--- src/design/sidsp_pkg.sv ---
`default_nettype none
package sidsp_pkg;
  localparam int unsigned NUM_CPU = 8;

  // register offsets (byte addresses on the plain register port)
  localparam logic [7:0] OFF_GENERATE  = 8'h00;
  localparam logic [7:0] OFF_GROUP_CPU = 8'h04;
  localparam logic [7:0] OFF_CONTROL   = 8'h08;
  localparam logic [7:0] OFF_STATUS    = 8'h0c;
  localparam logic [7:0] OFF_COUNT     = 8'h10;

  // field positions of software_interrupt_generate
  localparam int unsigned FILTER_LSB = 24;
  localparam int unsigned MASK_LSB   = 16;
  localparam int unsigned ATTR_BIT   = 15;
  localparam int unsigned NUM_LSB    = 0;

  // filter encodings
  localparam logic [1:0] FILT_LIST   = 2'h0;
  localparam logic [1:0] FILT_OTHERS = 2'h1;
  localparam logic [1:0] FILT_SELF   = 2'h2;

  // reset values
  localparam logic [15:0] GROUP_RST   = 16'h0000;
  localparam logic [1:0]  CONTROL_RST = 2'h0;
  localparam logic [7:0]  COUNT_RST   = 8'h00;

  typedef struct packed {
    logic [7:0]  addr;
    logic [31:0] wdata;
    logic        wr;
    logic        rd;
    logic        secure;
    logic [2:0]  cpu;
  } sidsp_req_t;

  typedef struct packed {
    logic [7:0] valid;
    logic [3:0] num;
    logic [2:0] source;
  } sidsp_fwd_t;

  typedef enum logic [2:0] {
    ST_IDLE   = 3'b001,
    ST_DECIDE = 3'b010,
    ST_ISSUE  = 3'b100
  } sidsp_state_t;
endpackage
`default_nettype wire

--- src/design/sidsp_decide.sv ---
`default_nettype none
// per-target forward/drop decision, one slice per cpu interface
module sidsp_decide (
  input  wire logic [7:0]  targets,    // interfaces chosen by the filter
  input  wire logic [3:0]  num,        // interrupt number
  input  wire logic        secure,     // write was secure
  input  wire logic        attr,       // attribute_select_bit of the write
  input  wire logic        sec_ext,    // security extensions present
  input  wire logic [127:0] group_flat, // 16 group bits per cpu, cpu 0 lowest
  output logic      [7:0]  forward     // final per-target decision
);
  genvar g;
  generate
    for (g = 0; g < 8; g++) begin : g_cpu
      logic grp1;
      logic want1;
      assign grp1  = group_flat[g*16 + num];
      // a non-secure write cannot pick group 0 whatever bit 15 says
      assign want1 = secure ? attr : 1'b1;
      assign forward[g] = targets[g] & (!sec_ext | (grp1 == want1));
    end
  endgenerate
endmodule
`default_nettype wire

--- src/design/sidsp_top.sv ---
`default_nettype none
// Functional notes
// - filter 00: deliver to every interface whose mask bit is set
// - filter 01: deliver to all interfaces except the writer's, mask ignored
// - filter 10: deliver only to the writing processor's interface
// - mask bit n selects cpu interface n under list filtering
// - list filtering with zero mask delivers nowhere
// - secure write, attribute bit clear: deliver only where group 0
// - secure write, attribute bit set: deliver only where group 1
// - non-secure write delivers only where group 1, attribute bit ignored
// - without security extensions bit 15 is reserved, no group filtering
// - low four bits give interrupt number 0 to 15
// - forward or drop is decided separately per target
// - group configuration banked per processor, target's copy used
// - writes while forwarding disabled are dropped, chosen behaviour
module sidsp_top (
  input  wire logic               clk,       // 20 MHz clock
  input  wire logic               rstn,      // async reset, active low
  input  wire sidsp_pkg::sidsp_req_t req,    // register access
  input  wire logic               sec_ext,   // security extensions present
  output logic      [31:0]        rdata,     // read data, cycle after read
  output sidsp_pkg::sidsp_fwd_t   fwd        // forwarded interrupt, one-cycle pulse
);
  import sidsp_pkg::*;

  // ----------------------------------------
  // register state
  // ----------------------------------------
  logic [15:0]  group_q [NUM_CPU];
  logic [1:0]   control_q;
  logic [7:0]   count_q;
  logic [7:0]   dropped_q;
  logic [31:0]  rdata_q;
  sidsp_fwd_t   fwd_q;
  sidsp_state_t state_q;
  logic [7:0]   targets_q;
  logic [3:0]   num_q;
  logic         secure_q;
  logic         attr_q;
  logic [2:0]   src_q;
  logic [7:0]   forward;
  logic [127:0] group_flat;
  logic [7:0]   last_targets_q;

  function automatic logic hit(input logic [7:0] a, input logic [7:0] off);
    return a == off;
  endfunction

  function automatic logic [7:0] onehot(input logic [2:0] c);
    return 8'h01 << c;
  endfunction

  // ----------------------------------------
  // security strap synchroniser
  // ----------------------------------------
  // the strap comes from a pin, so two flops stand before any logic reads it
  logic [1:0] sec_sync_q;
  logic       sec_ext_s;
  always_ff @(posedge clk or negedge rstn) begin
    if (!rstn) begin
      sec_sync_q <= 2'h0;
    end else begin
      sec_sync_q <= {sec_sync_q[0], sec_ext};
    end
  end
  assign sec_ext_s = sec_sync_q[1];

  logic gen_wr;
  logic fwd_en;
  assign gen_wr = req.wr & hit(req.addr, OFF_GENERATE);
  assign fwd_en = control_q[0];

  // ----------------------------------------
  // target selection
  // ----------------------------------------
  logic [7:0] targets_d;
  always_comb begin
    case (req.wdata[FILTER_LSB +: 2])
      FILT_LIST:   targets_d = req.wdata[MASK_LSB +: 8];
      FILT_OTHERS: targets_d = ~onehot(req.cpu);
      FILT_SELF:   targets_d = onehot(req.cpu);
      default:     targets_d = 8'h00;
    endcase
  end

  // ----------------------------------------
  // decision pipeline
  // ----------------------------------------
  always_ff @(posedge clk or negedge rstn) begin
    if (!rstn) begin
      state_q   <= ST_IDLE;
      targets_q <= 8'h00;
      num_q     <= 4'h0;
      secure_q  <= 1'b0;
      attr_q    <= 1'b0;
      src_q     <= 3'h0;
    end else begin
      case (state_q)
        ST_IDLE: begin
          // disabled forwarding drops the write rather than queueing it
          if (gen_wr && fwd_en) begin
            targets_q <= targets_d;
            num_q     <= req.wdata[NUM_LSB +: 4];
            secure_q  <= req.secure;
            attr_q    <= req.wdata[ATTR_BIT] & req.secure & sec_ext_s;
            src_q     <= req.cpu;
            state_q   <= ST_DECIDE;
          end
        end
        ST_DECIDE: state_q <= ST_ISSUE;
        ST_ISSUE:  state_q <= ST_IDLE;
        default:   state_q <= ST_IDLE;
      endcase
    end
  end

  genvar c;
  generate
    for (c = 0; c < NUM_CPU; c++) begin : g_flat
      assign group_flat[c*16 +: 16] = group_q[c];
    end
  endgenerate

  sidsp_decide u_decide (
    .targets    (targets_q),
    .num        (num_q),
    .secure     (secure_q),
    .attr       (attr_q),
    .sec_ext    (sec_ext_s),
    .group_flat (group_flat),
    .forward    (forward)
  );

  always_ff @(posedge clk or negedge rstn) begin
    if (!rstn) begin
      fwd_q <= '0;
    end else if (state_q == ST_DECIDE) begin
      fwd_q.valid  <= forward;
      fwd_q.num    <= num_q;
      fwd_q.source <= src_q;
    end else begin
      fwd_q.valid <= 8'h00;
    end
  end

  // ----------------------------------------
  // software-visible registers
  // ----------------------------------------
  always_ff @(posedge clk or negedge rstn) begin
    if (!rstn) begin
      for (int i = 0; i < NUM_CPU; i++) begin
        group_q[i] <= GROUP_RST;
      end
    end else if (req.wr && hit(req.addr, OFF_GROUP_CPU)) begin
      // banked: the writer only touches its own copy
      group_q[req.cpu] <= req.wdata[15:0];
    end
  end

  always_ff @(posedge clk or negedge rstn) begin
    if (!rstn) begin
      control_q <= CONTROL_RST;
    end else if (req.wr && hit(req.addr, OFF_CONTROL)) begin
      control_q <= req.wdata[1:0];
    end
  end

  // counts of decided writes and of writes with a dropped target; bit1 of control clears them
  always_ff @(posedge clk or negedge rstn) begin
    if (!rstn) begin
      count_q        <= COUNT_RST;
      dropped_q      <= COUNT_RST;
      last_targets_q <= 8'h00;
    end else if (state_q == ST_DECIDE) begin
      count_q        <= count_q + 8'h01;
      dropped_q      <= dropped_q + {7'h00, (forward != targets_q)};
      last_targets_q <= forward;
    end else if (control_q[1]) begin
      count_q   <= COUNT_RST;
      dropped_q <= COUNT_RST;
    end
  end

  always_ff @(posedge clk or negedge rstn) begin
    if (!rstn) begin
      rdata_q <= 32'h0000_0000;
    end else if (req.rd) begin
      case (req.addr)
        OFF_GROUP_CPU: rdata_q <= {16'h0000, group_q[req.cpu]};
        OFF_CONTROL:   rdata_q <= {30'h0, control_q};
        OFF_STATUS:    rdata_q <= {21'h0, state_q, last_targets_q};
        OFF_COUNT:     rdata_q <= {16'h0000, dropped_q, count_q};
        default:       rdata_q <= 32'h0000_0000; // generate reg is write-only
      endcase
    end else begin
      rdata_q <= 32'h0000_0000;
    end
  end

  assign rdata = rdata_q;
  assign fwd   = fwd_q;
endmodule
`default_nettype wire

--- config.mk ---
export PLATFORM = sky130hd
export DESIGN_NAME = sidsp_top
export DESIGN_NICKNAME = d
export VERILOG_FILES = /design/src/design/sidsp_pkg.sv /design/src/design/sidsp_decide.sv /design/src/design/sidsp_top.sv
export SDC_FILE = /design/constraint.sdc
export NUM_CORES = 1
export LEC_CHECK = 0
export BUFFER_PORTS_ARGS = -buffer_cell sky130_fd_sc_hd__clkbuf_2
export CORE_AREA = 3 3 139 141
export DETAILED_ROUTE_END_ITERATION = 10
export DIE_AREA = 0 0 142 144
export PLACE_DENSITY = 0.87
export REMOVE_ABC_BUFFERS = 1
export SLEW_MARGIN = 15
export SYNTH_ARGS = -nofsm -noshare
export SYNTH_HDL_FRONTEND = slang
export SYNTH_SLANG_ARGS = --single-unit
--- constraint.sdc ---
create_clock -name clk -period 7.9 [get_ports clk]
set_input_delay 1.58 -clock clk [delete_from_list [all_inputs] [get_ports clk]]
set_output_delay 1.58 -clock clk [all_outputs]
set_load 0.05 [all_outputs]
==> qor.txt <==
M1 WL -> 10.60 mm
Total CTS buffers -> 22
Setup slack after layout -> 3.829 ns
Post-CTS setup buffer count -> 0
Routed met2 length -> 12.75 mm
Status -> finished, final reports clean
CTS tree -> yes
First-pass GRT wire length -> 41.19 mm
Vias in the first global route -> 7394
Root Buffer -> clkbuf_16
Hold crit path type -> reg2reg
Register area -> 5182 sq um
Hold Buf Count CTS -> 0
GR Util All Layers -> 0.2581
Clk network pwr share -> 0.471
Drt drc -> 0
Highest Signal Layer -> met4
H-tree depth -> 1
Max Clk Rate -> 0.2456 GHz
Die W -> 142 um
WL met3 -> 2.174 mm
WHS -> 0.3551 ns
Routed vias -> 7432
Register bit total from synthesis -> 207
Design area -> 11990 sq um
Synth Instances -> 857
Chip Height -> 144 um
Slew HR -> 0.2705
Clk_lat worst skew -> 0.50 ns
Top_reg_cell synth -> dfrtp_1
Combinational Power Share -> 0.051
Slowest-stage cell, CP -> nor2_2
Gpl congestion -> 0.9623
P per Cell Area -> 187.5 nW/um^2
Pre-CTS setup slack -> 3.361 ns
Warnings, synthesis -> 0
Max IR drop VDD -> 0.1529 mV
Worst-path fanout max -> 16
Mean Syn Cell Area -> 12.68 sq um
WS Path Type -> in2reg
Hold Path Depth -> 0
Fillers -> 1259
# clock sinks -> 207
Clock slew at reported path FFs -> 0.06 ns
Wirelength, routed -> 26.31 mm
Top cell type's share of synthesized area -> 0.4743
Largest net degree at the start of global routing -> 126
Longest Clk Path Bufs -> 3
WHS Endpoint -> sec_sync_q[1]
DR vias/cell -> 6.463
Worst path most repeated cell -> nor2_2
Area Overhead vs Synth -> 10.29%
EDFF count, synth -> 0
Startpoint types -> input pin
Switching portion of total power -> 0.2276
Final critical-path required period -> 4.071 ns
Arr. time, crit path -> 4.45 ns
Post-Route Utilization -> 0.6628
Placed cell area -> 11240 sq um
Area of the core -> 18090 sq um
RSZ-0062 raised after global routing -> false
Sw power -> 511.5 uW
DP HPWL -> 17.60 mm
Layout cells sized above 1 -> 0.3626
Distinct cells, synth -> 60
Ys async rst share -> 1.000
Clock skew -> 0.008533 ns
Initial Utilization -> 0.6010
Worst R2R End -> dropped_q[7]
DIE AREA -> 20450 sq um
Final Max Slew Viols -> 0
Most frequent cell after synthesis -> dfrtp_1
Pint -> 1.736 mW
Worst-path cell chain -> clkbuf_2 > nor3_1 > nand4b_1 > nor2_2 > nand3_2 > nor2_2 > mux2_2
Net total in the final layout -> 957
Top cell type by total area after synthesis -> dfrtp_1
Remaining antenna violation count after routing -> 0
GR Overflow Total -> 0
Router iterations before antenna repair -> 6
Area of the multi-input gates -> 5311 sq um
Reg2Reg Depth -> 13
Final worst path period share -> 0.5153
Critical Path RT -> 8.28 ns
Final setup fails -> 0
# IOs -> 96
Rows -> 49
# diodes -> 0
Sequential power share -> 0.477
Synth Cell Area -> 10870 sq um
R2R Setup Slk -> 3.92 ns
Seq/Total Area, Yosys -> 0.4767
Hold_sp -> sec_sync_q[0]
Top cells by count, synth -> dfrtp_1 (206), mux2_2 (158), nand2_1 (74)
Critical Path Max Stage Delay -> 0.92 ns
Top post-synthesis cells by area -> dfrtp_1 (47%), mux2_2 (16%), mux4_2 (8.5%)
Setup TNS -> 0 ns
Hold Vio Cnt, Final -> 0
CP Capture Type -> register
DR iter-0 viols -> 701
Maxcap violations -> 0
WL/cell -> 22.88 um
Tightest Pin Transition -> 1.093 ns
Worst R2R Start -> num_q[0]
Initial antenna violation count -> 0
Total leakage power -> 5.700 nW
CTS resizes -> 0
Buffers on Ports -> 73
==> area by class of cell <==
| cell class | count | area share |
|---|---|---|
| Tap cell | 229 | 0.02390 |
| Clock inverter | 10 | 0.009080 |
| Sequential cell | 207 | 0.4323 |
| Multi-Input combinational cell | 587 | 0.4431 |
| Clock buffer | 30 | 0.05354 |
| Timing Repair Buffer | 81 | 0.03622 |
| Inverter | 6 | 0.001879 |
==> worst max-delay path, delay by kind of cell <==
kind	cells	cell delay, ns
buffers and inverters	1	0.08
multiplexers	1	0.42
AND/OR/NAND/NOR	5	2.37
==> flip-flops by register name, indices dropped and copies added (netlist names) <==
name and cells:
attr_q 1, control_q 2, count_q 8, dropped_q 8
fwd 15, group_flat 128, last_targets_q 8, num_q 4
rdata 16, sec_sync_q 2, secure_q 1, src_q 3
state_q 3, targets_q 8
==> placed cells by master (no fill, tap or decap), drive strengths merged, types with 3 or more instances in the layout <==
master / count
nor3: 7
o21ai: 49
ha: 3
a22o: 8
xnor2: 7
a21oi: 7
nand2: 77
nand3: 9
a21o: 4
clkinv: 6
a222oi: 7
nor2b: 22
mux2i: 56
mux4: 48
nor2: 34
clkbuf: 103
and2: 6
inv: 6
o22ai: 6
nand2b: 7
a22oi: 11
conb: 16
nand4: 6
a221oi: 4
dfrtp: 206
mux2: 158
buf: 8
o211ai: 3
and3: 5
==> metrics by stage <==
step,instances,power [mW]
after floorplan,800,1.140
after global placement,1110,1.205
after detailed placement,1110,1.207
after CTS,1150,2.258
after global routing,1150,2.315
final,1150,2.248
==> metal layers <==
| layer | vias up | global-route usage |
|---|---|---|
| met3 | 43 | 0.04663 |
| met2 | 342 | 0.4189 |
| met5 | - | 0 |
| met4 | 0 | 0.07525 |
| met1 | 3810 | 0.3613 |
| li1 | 3237 | - |
==> power groups by stage <==
stage | sequential (mW) | combinational (mW) | clock [mW]
after floorplan | 1.09 | 0.0499 | 0
after detailed placement | 1.09 | 0.115 | 0
after CTS | 1.07 | 0.116 | 1.07
after global routing | 1.07 | 0.126 | 1.12
final | 1.07 | 0.115 | 1.06
after global placement | 1.09 | 0.113 | 0
==> cells by family after synthesis <==
kind of cell,Yosys count,share of synthesized area
xor gates and xnor gates,8,0.006447
AOI/OAI and AO/OA,115,0.07103
adders and majority gates,3,0.003454
DFF,207,0.4767
buffers and inverters,78,0.03983
other,1,0.0003450
and+or+nand+nor,183,0.08392
muxes,262,0.3183
==> how the worst max path moves through the flow <==
stage | from | cells past startpoint | to
final | req[39] | 7 | group_flat[118]
after floorplan | req[39] | 6 | group_flat[80]
after detailed placement | req[39] | 7 | group_flat[127]
after CTS | num_q[1] | 12 | dropped_q[7]
after global routing | req[39] | 7 | group_flat[91]
after global placement | req[39] | 7 | group_flat[126]
Power figures use the tool's default switching activity.
